File: src/hw/lmx_defs.vh
// Purpose: Shared constants for the logic, move and stack execution unit
// Assumes: Included by hw/lmx_exec.v and by the checker and testbench in sim
// Notes:   Encodings of operation selects are local to this block
`ifndef LMX_DEFS_VH
`define LMX_DEFS_VH

// Operation selects
`define LMX_OP_NOP        5'h00
`define LMX_OP_SRA_B      5'h01
`define LMX_OP_SRA_W      5'h02
`define LMX_OP_SRL_B      5'h03
`define LMX_OP_SRL_W      5'h04
`define LMX_OP_SWAP       5'h05
`define LMX_OP_MOVSX      5'h06
`define LMX_OP_MOVZX      5'h07
`define LMX_OP_MOVHI      5'h08
`define LMX_OP_LDD_ZX     5'h09
`define LMX_OP_LDD_OX     5'h0A
`define LMX_OP_CODE_DP    5'h0B
`define LMX_OP_CODE_PC    5'h0C
`define LMX_OP_EXT_RD16   5'h0D
`define LMX_OP_EXT_RD8    5'h0E
`define LMX_OP_EXCHANGE_DIGIT_OP       5'h0F
`define LMX_OP_PUSH_W     5'h10
`define LMX_OP_PUSH_D     5'h11
`define LMX_OP_POP_W      5'h12
`define LMX_OP_POP_D      5'h13
`define LMX_OP_LD_DISP    5'h14
`define LMX_OP_ST_DIR_D   5'h15
`define LMX_OP_LD_DATA_POINTER    5'h16
`define LMX_OP_MOV_B      5'h17
`define LMX_OP_MOV_W      5'h18
`define LMX_OP_MOV_D      5'h19
`define LMX_OP_AND        5'h1A
`define LMX_OP_OR         5'h1B
`define LMX_OP_XOR        5'h1C

// Port penalty classes
`define LMX_PEN_NONE      2'h0
`define LMX_PEN_ONE       2'h1
`define LMX_PEN_TWO       2'h2

// Direct addresses of the four I/O port registers (upper bits of a port address)
`define LMX_PORT_HI       6'h20
`define LMX_PORT_HI_RANGE 7:2

// Reset value of the extended data pointer low byte
`define LMX_XDPL_RST      8'h01

// Bit positions
`define LMX_B_MSB         7
`define LMX_W_MSB         15

// Executor states
`define LMX_ST_IDLE       1'h0
`define LMX_ST_BUSY       1'h1

`endif

File: src/hw/lmx_exec.v
// Purpose: Execution and state timing for logical, shift, move, exchange and stack ops
// Assumes: Operand fetch done outside; one request at a time, taken only when ready
// Notes:   One sys_clk cycle stands for one state; results register when the request is taken, in the same cycle as done for one-state ops
//
// What this block does
// - Arithmetic right shift keeps the sign bit; 2 states compat, 1 native.
// - Logical right shift fills zero; 3 bytes/2 states compat, 2 bytes/1 native.
// - Nibble swap of accumulator, one byte, 2 states in both modes.
// - One-state-penalty ops add one state when addressing ports 0 to 3.
// - Two-state-penalty ops add two states when addressing a port.
// - Compat external moves use extended pointer low byte region, reset 01h.
// - Sign-extending move byte to word; 2 states compat, 1 native.
// - Zero-extending move byte to word clears upper byte; same timing.
// - Upper-half move loads high word, keeps low; 3 compat, 2 native.
// - Doubleword load of 16-bit data zero- or one-extends; 5 compat, 4 native.
// - Code byte read at accumulator plus pointer or pc; 6 states both.
// - External read: 16-bit pointer 5 states; 8-bit address 4 compat, 5 native.
// - Digit exchange swaps low nibbles with indirect RAM; 4 compat, 5 native.
// - Displaced indirect word load: 5 bytes/8 states compat, 4 bytes/7 native.
// - Doubleword store to direct address: 7 compat, 6 native.
// - Data pointer load with 16-bit constant: 3 bytes, 2 states both modes.
// - Doubleword reg moves 3/2 states; byte and word moves 2/1.
`include "lmx_defs.vh"
`timescale 1ns/10ps
`default_nettype none

module lmx_exec #(
  parameter DW = 32
) (
  // Clock and reset
  input  wire          sys_clk,
  input  wire          srst,
  // Configuration, sampled while srst is high
  input  wire          native_mode_cfg,
  // Request
  input  wire          req_valid,
  input  wire [4:0]    req_op,
  input  wire [1:0]    req_penalty,
  input  wire [7:0]    req_dir_addr,
  input  wire [DW-1:0] req_dst,
  input  wire [DW-1:0] req_src,
  input  wire [7:0]    req_acc,
  input  wire [7:0]    req_ram,
  input  wire [15:0]   req_ptr,
  input  wire [15:0]   req_pc,
  input  wire [15:0]   req_sp,
  input  wire [7:0]    req_xdpl_wr,
  input  wire          req_xdpl_we,
  // Status
  output reg           ready_q,
  output reg           done_q,
  output reg  [3:0]    len_q,
  output reg  [3:0]    states_q,
  output reg           native_q,
  // Results
  output reg  [DW-1:0] res_dst_q,
  output reg  [DW-1:0] res_src_q,
  output reg  [7:0]    res_acc_q,
  output reg  [7:0]    res_ram_q,
  output reg  [15:0]   sp_q,
  // Memory address of the operation
  output reg  [23:0]   mem_addr_q,
  output reg  [7:0]    ext_data_pointer_low_q
);

  reg          st_q;
  reg  [3:0]   cnt_q;
  reg  [3:0]   base_d;
  reg  [3:0]   len_d;
  reg  [3:0]   tot_d;
  reg  [DW-1:0] dst_d;
  reg  [7:0]   acc_d;
  reg  [7:0]   ram_d;
  reg  [15:0]  sp_d;
  reg  [23:0]  addr_d;
  wire         port_hit;

  // Two counts per op: compat first, native second
  function [3:0] pick;
    input       nat;
    input [3:0] c;
    input [3:0] n;
    begin
      pick = nat ? n : c;
    end
  endfunction

  assign port_hit = (req_dir_addr[`LMX_PORT_HI_RANGE] == `LMX_PORT_HI);

  // Length and base state count per opcode map
  always @* begin
    base_d = 4'h1;
    len_d  = 4'h1;
    case (req_op)
      `LMX_OP_SRA_B, `LMX_OP_SRA_W: begin
        base_d = pick(native_q, 4'h2, 4'h1);
        len_d  = pick(native_q, 4'h3, 4'h2);
      end
      `LMX_OP_SRL_B, `LMX_OP_SRL_W: begin
        base_d = pick(native_q, 4'h2, 4'h1);
        len_d  = pick(native_q, 4'h3, 4'h2);
      end
      `LMX_OP_SWAP: begin
        base_d = 4'h2;
        len_d  = 4'h1;
      end
      `LMX_OP_MOVSX, `LMX_OP_MOVZX: begin
        base_d = pick(native_q, 4'h2, 4'h1);
        len_d  = pick(native_q, 4'h3, 4'h2);
      end
      `LMX_OP_MOVHI: begin
        base_d = pick(native_q, 4'h3, 4'h2);
        len_d  = pick(native_q, 4'h5, 4'h4);
      end
      `LMX_OP_LDD_ZX, `LMX_OP_LDD_OX: begin
        base_d = pick(native_q, 4'h5, 4'h4);
        len_d  = pick(native_q, 4'h5, 4'h4);
      end
      `LMX_OP_CODE_DP, `LMX_OP_CODE_PC: begin
        base_d = 4'h6;
        len_d  = 4'h1;
      end
      `LMX_OP_EXT_RD16: begin
        base_d = 4'h5;
        len_d  = 4'h1;
      end
      `LMX_OP_EXT_RD8: begin
        base_d = pick(native_q, 4'h4, 4'h5);
        len_d  = pick(native_q, 4'h1, 4'h2);
      end
      `LMX_OP_EXCHANGE_DIGIT_OP: begin
        base_d = pick(native_q, 4'h4, 4'h5);
        len_d  = pick(native_q, 4'h1, 4'h2);
      end
      `LMX_OP_PUSH_W: begin
        base_d = pick(native_q, 4'h6, 4'h5);
        len_d  = pick(native_q, 4'h3, 4'h2);
      end
      `LMX_OP_PUSH_D: begin
        base_d = pick(native_q, 4'hA, 4'h9);
        len_d  = pick(native_q, 4'h3, 4'h2);
      end
      `LMX_OP_POP_W: begin
        base_d = pick(native_q, 4'h5, 4'h4);
        len_d  = pick(native_q, 4'h3, 4'h2);
      end
      `LMX_OP_POP_D: begin
        base_d = pick(native_q, 4'h9, 4'h8);
        len_d  = pick(native_q, 4'h3, 4'h2);
      end
      `LMX_OP_LD_DISP: begin
        base_d = pick(native_q, 4'h8, 4'h7);
        len_d  = pick(native_q, 4'h5, 4'h4);
      end
      `LMX_OP_ST_DIR_D: begin
        base_d = pick(native_q, 4'h7, 4'h6);
        len_d  = pick(native_q, 4'h4, 4'h3);
      end
      `LMX_OP_LD_DATA_POINTER: begin
        base_d = 4'h2;
        len_d  = 4'h3;
      end
      `LMX_OP_MOV_B, `LMX_OP_MOV_W: begin
        base_d = pick(native_q, 4'h2, 4'h1);
        len_d  = pick(native_q, 4'h3, 4'h2);
      end
      `LMX_OP_MOV_D: begin
        base_d = pick(native_q, 4'h3, 4'h2);
        len_d  = pick(native_q, 4'h3, 4'h2);
      end
      `LMX_OP_AND, `LMX_OP_OR, `LMX_OP_XOR: begin
        base_d = pick(native_q, 4'h2, 4'h1);
        len_d  = pick(native_q, 4'h3, 4'h2);
      end
      default: begin
        base_d = 4'h1;
        len_d  = 4'h1;
      end
    endcase
    tot_d = base_d;
    if (port_hit && (req_penalty == `LMX_PEN_ONE)) begin
      tot_d = base_d + 4'h1;
    end else if (port_hit && (req_penalty == `LMX_PEN_TWO)) begin
      tot_d = base_d + 4'h2;
    end
  end

  // Data path
  always @* begin
    dst_d  = req_dst;
    acc_d  = req_acc;
    ram_d  = req_ram;
    sp_d   = sp_q;
    addr_d = 24'h000000;
    case (req_op)
      `LMX_OP_SRA_B:
        dst_d = {req_dst[DW-1:8], req_dst[`LMX_B_MSB], req_dst[7:1]};
      `LMX_OP_SRA_W:
        dst_d = {req_dst[DW-1:16], req_dst[`LMX_W_MSB], req_dst[15:1]};
      `LMX_OP_SRL_B:
        dst_d = {req_dst[DW-1:8], 1'b0, req_dst[7:1]};
      `LMX_OP_SRL_W:
        dst_d = {req_dst[DW-1:16], 1'b0, req_dst[15:1]};
      `LMX_OP_SWAP:
        acc_d = {req_acc[3:0], req_acc[7:4]};
      `LMX_OP_MOVSX:
        dst_d = {req_dst[DW-1:16], {8{req_src[`LMX_B_MSB]}}, req_src[7:0]};
      `LMX_OP_MOVZX:
        dst_d = {req_dst[DW-1:16], 8'h00, req_src[7:0]};
      `LMX_OP_MOVHI:
        dst_d = {req_src[15:0], req_dst[15:0]};
      `LMX_OP_LDD_ZX:
        dst_d = {16'h0000, req_src[15:0]};
      `LMX_OP_LDD_OX:
        dst_d = {16'hFFFF, req_src[15:0]};
      `LMX_OP_CODE_DP: begin
        addr_d = {8'h00, req_ptr + {8'h00, req_acc}};
        acc_d  = req_ram;
      end
      `LMX_OP_CODE_PC: begin
        addr_d = {8'h00, req_pc + {8'h00, req_acc}};
        acc_d  = req_ram;
      end
      `LMX_OP_EXT_RD16: begin
        addr_d = {ext_data_pointer_low_q, req_ptr};
        acc_d  = req_ram;
      end
      `LMX_OP_EXT_RD8: begin
        addr_d = {ext_data_pointer_low_q, 8'h00, req_dir_addr};
        acc_d  = req_ram;
      end
      `LMX_OP_EXCHANGE_DIGIT_OP: begin
        acc_d  = {req_acc[7:4], req_ram[3:0]};
        ram_d  = {req_ram[7:4], req_acc[3:0]};
        addr_d = {16'h0000, req_dir_addr};
      end
      `LMX_OP_PUSH_W: begin
        sp_d   = sp_q + 16'h0002;
        addr_d = {8'h00, sp_q + 16'h0001};
      end
      `LMX_OP_PUSH_D: begin
        sp_d   = sp_q + 16'h0004;
        addr_d = {8'h00, sp_q + 16'h0001};
      end
      `LMX_OP_POP_W: begin
        addr_d = {8'h00, sp_q - 16'h0001};
        dst_d  = {req_dst[DW-1:16], req_src[15:0]};
        sp_d   = sp_q - 16'h0002;
      end
      `LMX_OP_POP_D: begin
        addr_d = {8'h00, sp_q - 16'h0003};
        dst_d  = req_src;
        sp_d   = sp_q - 16'h0004;
      end
      `LMX_OP_LD_DISP: begin
        addr_d = req_src[23:0] + {8'h00, req_ptr};
        dst_d  = {req_dst[DW-1:16], req_ram, req_acc};
      end
      `LMX_OP_ST_DIR_D:
        addr_d = {16'h0000, req_dir_addr};
      `LMX_OP_LD_DATA_POINTER:
        dst_d  = {req_dst[DW-1:16], req_ptr};
      `LMX_OP_MOV_B:
        dst_d  = {req_dst[DW-1:8], req_src[7:0]};
      `LMX_OP_MOV_W:
        dst_d  = {req_dst[DW-1:16], req_src[15:0]};
      `LMX_OP_MOV_D:
        dst_d  = req_src;
      `LMX_OP_AND:
        dst_d  = req_dst & req_src;
      `LMX_OP_OR:
        dst_d  = req_dst | req_src;
      `LMX_OP_XOR:
        dst_d  = req_dst ^ req_src;
      default:
        dst_d  = req_dst;
    endcase
  end

  // Sequencer: request taken when idle, done pulses after the state count
  always @(posedge sys_clk) begin
    if (srst) begin
      st_q      <= `LMX_ST_IDLE;
      cnt_q     <= 4'h0;
      ready_q   <= 1'b0;
      done_q    <= 1'b0;
      len_q     <= 4'h0;
      states_q  <= 4'h0;
      native_q  <= native_mode_cfg;
      res_dst_q <= {DW{1'b0}};
      res_src_q <= {DW{1'b0}};
      res_acc_q <= 8'h00;
      res_ram_q <= 8'h00;
      sp_q      <= req_sp;
      mem_addr_q <= 24'h000000;
      ext_data_pointer_low_q <= `LMX_XDPL_RST;
    end else begin
      done_q <= 1'b0;
      if (req_xdpl_we) begin
        ext_data_pointer_low_q <= req_xdpl_wr;
      end
      case (st_q)
        `LMX_ST_IDLE: begin
          ready_q <= 1'b1;
          if (req_valid && ready_q) begin
            ready_q    <= 1'b0;
            len_q      <= len_d;
            states_q   <= tot_d;
            res_dst_q  <= dst_d;
            res_src_q  <= req_src;
            res_acc_q  <= acc_d;
            res_ram_q  <= ram_d;
            sp_q       <= sp_d;
            mem_addr_q <= addr_d;
            if (tot_d == 4'h1) begin
              done_q <= 1'b1;
              ready_q <= 1'b1;
            end else begin
              cnt_q <= tot_d - 4'h2;
              st_q  <= `LMX_ST_BUSY;
            end
          end
        end
        `LMX_ST_BUSY: begin
          if (cnt_q == 4'h0) begin
            done_q  <= 1'b1;
            ready_q <= 1'b1;
            st_q    <= `LMX_ST_IDLE;
          end else begin
            cnt_q <= cnt_q - 4'h1;
          end
        end
        default: st_q <= `LMX_ST_IDLE;
      endcase
    end
  end

endmodule

`default_nettype wire

File: config.mk
export PLATFORM = sky130hd
export DESIGN_NAME = lmx_exec
export DESIGN_NICKNAME = d
export VERILOG_FILES = /design/src/hw/lmx_exec.v
export VERILOG_INCLUDE_DIRS = /design/src /design/src/hw
export SDC_FILE = /design/constraint.sdc
export NUM_CORES = 1
export LEC_CHECK = 0
export BUFFER_PORTS_ARGS = -buffer_cell sky130_fd_sc_hd__buf_2
export CAP_MARGIN = 30
export CORE_MARGIN = 5
export CORE_UTILIZATION = 60
export CTS_BUF_LIST = sky130_fd_sc_hd__clkbuf_8
export CTS_CLUSTER_DIAMETER = 60
export DETAILED_ROUTE_END_ITERATION = 7
export PLACE_DENSITY = 0.84
export SLEW_MARGIN = 15
export SYNTH_ARGS = -nofsm -noshare
export SYNTH_HDL_FRONTEND = slang
export SYNTH_SLANG_ARGS = --single-unit
export TNS_END_PERCENT = 20
File: constraint.sdc
create_clock -name sys_clk -period 12 [get_ports sys_clk]
set_clock_uncertainty 0.1 [all_clocks]
set_input_delay 0.6 -clock sys_clk [delete_from_list [all_inputs] [get_ports sys_clk]]
set_output_delay 0.6 -clock sys_clk [all_outputs]
set_load 0.02 [all_outputs]
==> impl_metrics.tcl <==
set metrics [dict create \
    cp_data_required_time_ns 12.23 \
    initial_core_util_pct 61.0 \
    num_vias 13750 \
    ys_seq_elements 143 \
    grt_max_degree 94 \
    syn_nets 1894 \
    drt_iter0_markers 1713 \
    die_h_um 153 \
    cts-resized-gates 0 \
    yosys.area_share.simple_pct 18.5 \
    ctsHoldBuffers 0 \
    pre_cts_ws_ns 7.07 \
    antenna_found_initial 2 \
    port_buffers 293 \
    core_um2 20200 \
    detail_route.wirelength_um 44500 \
    overflow 0 \
    tightest_slew_ns 0.959 \
    path_class "in2reg" \
    drt_first_pass_iters 6 \
    placed_cell_area_um2 13900 \
    grt_pass1_vias 12942 \
    synth.avg_cell_area_um2 7.70 \
    path_max_fanout 34 \
    numCtsBuffers 17 \
    ys_seq_area_share_pct 24.6 \
    hold_path.class "in2reg" \
    setup_viol 0 \
    syn_area_um2 12300 \
    total_power_mw 1.40 \
    finalCriticalPeriod_ns 4.56 \
    async_flop_share_pct 0 \
    path_clk_slew_ns 0.10 \
    fin_area_um2 14300 \
    cts-root-buf "clkbuf_8" \
    cts.htree.levels 4 \
    fmax_mhz 219 \
    cts_tree "built" \
    synth_compound_area_share_pct 29.2 \
    syn_to_final_growth_pct 15.8 \
    die_width_um 153 \
    power_density_nw_per_um2 98.0 \
    synth_mux_area_share_pct 2.93 \
    ios 295 \
    hpwl_um 32900 \
    synth_xor_area_share_pct 4.68 \
    ys_types 86 \
    rsz0062_at_grt "false" \
    status "complete, no violations" \
    synth_edf_count 17 \
    slew_viol_final 0 \
    irDropWorstVdd_mv 0.0673 \
    cts.sinks 143 \
    synthAdderAreaFrac_pct 14.1 \
    drc_errors 0 \
    slew_headroom_pct 36.0 \
    setup.worst_path.start_class "input pin" \
    clock_path_buffers 2 \
    drive_above_1_share_pct 20.5 \
    wl_per_cell_um 21.0 \
    instances_no_fill 2122 \
    yosys_warnings 0 \
    syn_inst 1602 \
    p_leak_nw 6.63 \
    ant_nets 0 \
    grt_first_pass_wirelength_um 69300 \
    grt_use_total_pct 36.0 \
    post-route-period-util_pct 38.0 \
    crit_path_end_kind "flip-flop" \
    synth_ff_type "dfxtp_1" \
    fp.dieArea_um2 23500 \
    place_inst 2089 \
    clock_latency_ns 0.47 \
    fin_nets 2131 \
    critPathArrivalTime_ns 4.79 \
    vias_per_cell 6.48 \
    layout_setup_ws_ns 7.44 \
    maxCapViolations 0 \
    hold_violations 0 \
    rows 52 \
    cts_setup_buffers 0 \
    synth_top_family_by_area "compound AO/OA/AOI/OAI gates" \
    fin_tns_setup_ns 0 \
    gp_congestion 0.974 \
]
[power breakdown]
| part | leakage (nW) | internal, mW | switching [mW] |
|---|---|---|---|
| logic | 5.24 | 0.171 | 0.298 |
| registers | 1.19 | 0.518 | 0.0248 |
| clock network | 0.187 | 0.167 | 0.221 |
| total | 6.63 | 0.856 | 0.544 |
[cell usage after synthesis (20+ instances only)]
cell type	instances	area, um2
clkbuf_1	74	278
inv_1	90	338
mux2i_1	20	200
or3_1	20	125
a21oi_1	154	771
ha_1	131	1640
o21ai_0	94	470
o21a_1	20	150
a22oi_1	31	233
a31oi_1	27	169
xor2_1	23	201
a221oi_1	52	455
xnor2_1	43	377
nand2_1	197	739
nand3_1	33	165
dfxtp_1	126	2520
nor2_1	122	458
nor3_1	35	175
a211oi_1	28	210
[placed cells by master (no fill, tap or decap), types with 11 or more instances in the layout]
master      n
nor2b_1    12
a21oi_1   154
mux2_2     11
xor2_1     23
a22oi_1    31
nor2_1    122
nand3_1    32
and3_1     11
a31oi_1    27
o21ai_0    93
nand2_1   197
dfxtp_1   126
nand2b_1   11
mux2i_1    20
a21o_1     16
edfxtp_1   17
ha_1      131
nand4_1    17
a222oi_1   16
clkbuf_8   17
xnor2_1    43
or3_1      20
a211oi_1   28
o211ai_1   16
a221oi_1   52
o21a_1     20
buf_4      20
inv_1      91
buf_2     293
nor3_1     32
[registers in the layout, indices dropped and copies added (netlist names)]
signal                  cells
len_q                       3
cnt_q                       4
res_ram_q                   8
mem_addr_q                 24
res_dst_q                  32
states_q                    4
ext_data_pointer_low_q      8
done_q                      1
ready_q                     1
st_q                        1
sp_q                       16
native_q                    1
res_acc_q                   8
res_src_q                  32
[metal layers]
| metal | vias to the layer above | routed length, um | track usage (%) |
|---|---|---|---|
| met5 | - | 13 | 0 |
| met4 | 2 | 1830 | 15.6 |
| met3 | 141 | 5280 | 8.76 |
| met2 | 861 | 20100 | 57.1 |
| met1 | 6361 | 17300 | 46.9 |
| li1 | 6385 | - | - |
[path summary, 6_finish.rpt]
| kind | from | end | slack (ns) | cells past startpoint |
|---|---|---|---|---|
| min | native_mode_cfg | native_q$_DFFE_PP_ | 0.21 | 1 |
| max | req_op[3] | mem_addr_q[12]$_SDFFE_PP0P_ | 7.44 | 16 |
| min reg2reg | res_ram_q[6]$_SDFFE_PP0P_ | res_ram_q[6]$_SDFFE_PP0P_ | 0.36 | 2 |
| max reg2reg | native_q$_DFFE_PP_ | cnt_q[3]$_SDFFE_PP0P_ | 8.40 | 13 |
[worst max-delay path, stage by stage]
cell      delay, ns
buf_2          0.44
nand2_1        0.26
or4_4          0.66
mux2_2         0.30
ha_1           0.16
inv_1          0.06
fa_1           0.42
nor2b_1        0.19
o31ai_1        0.15
a21boi_1       0.56
nand3_1        0.19
xnor2_1        0.16
nor2_1         0.08
a21oi_1        0.05
a222oi_1       0.32
a311oi_1       0.16
[cell families after synthesis]
logic type	Yosys count
simple gates	495
xor+xnor	66
mux	33
compound gates	543
buf+inv	185
fa+ha+maj	136
flops	143
other cells	1
[metrics by stage]
step           utilization [%]  hold slack [ns]
3_3_place_gp              68.7            0.338
5_1_grt                   70.6            0.193
3_5_place_dp              68.8            0.344
2_1_floorplan                -            0.358
6_report                  70.6            0.207
4_1_cts                   70.6            0.192
[layout make-up]
| type | count | area [um2] |
|---|---|---|
| Multi-Input combinational cell | 1274 | 8590 |
| Fill cell | 1698 | 5950 |
| Sequential cell | 143 | 3030 |
| Timing Repair Buffer | 313 | 1620 |
| Inverter | 90 | 338 |
| Tap cell | 270 | 338 |
| Clock buffer | 17 | 234 |
| Clock inverter | 14 | 133 |
| Antenna cell | 1 | 2.50 |
Power figures use the tool's default switching activity.
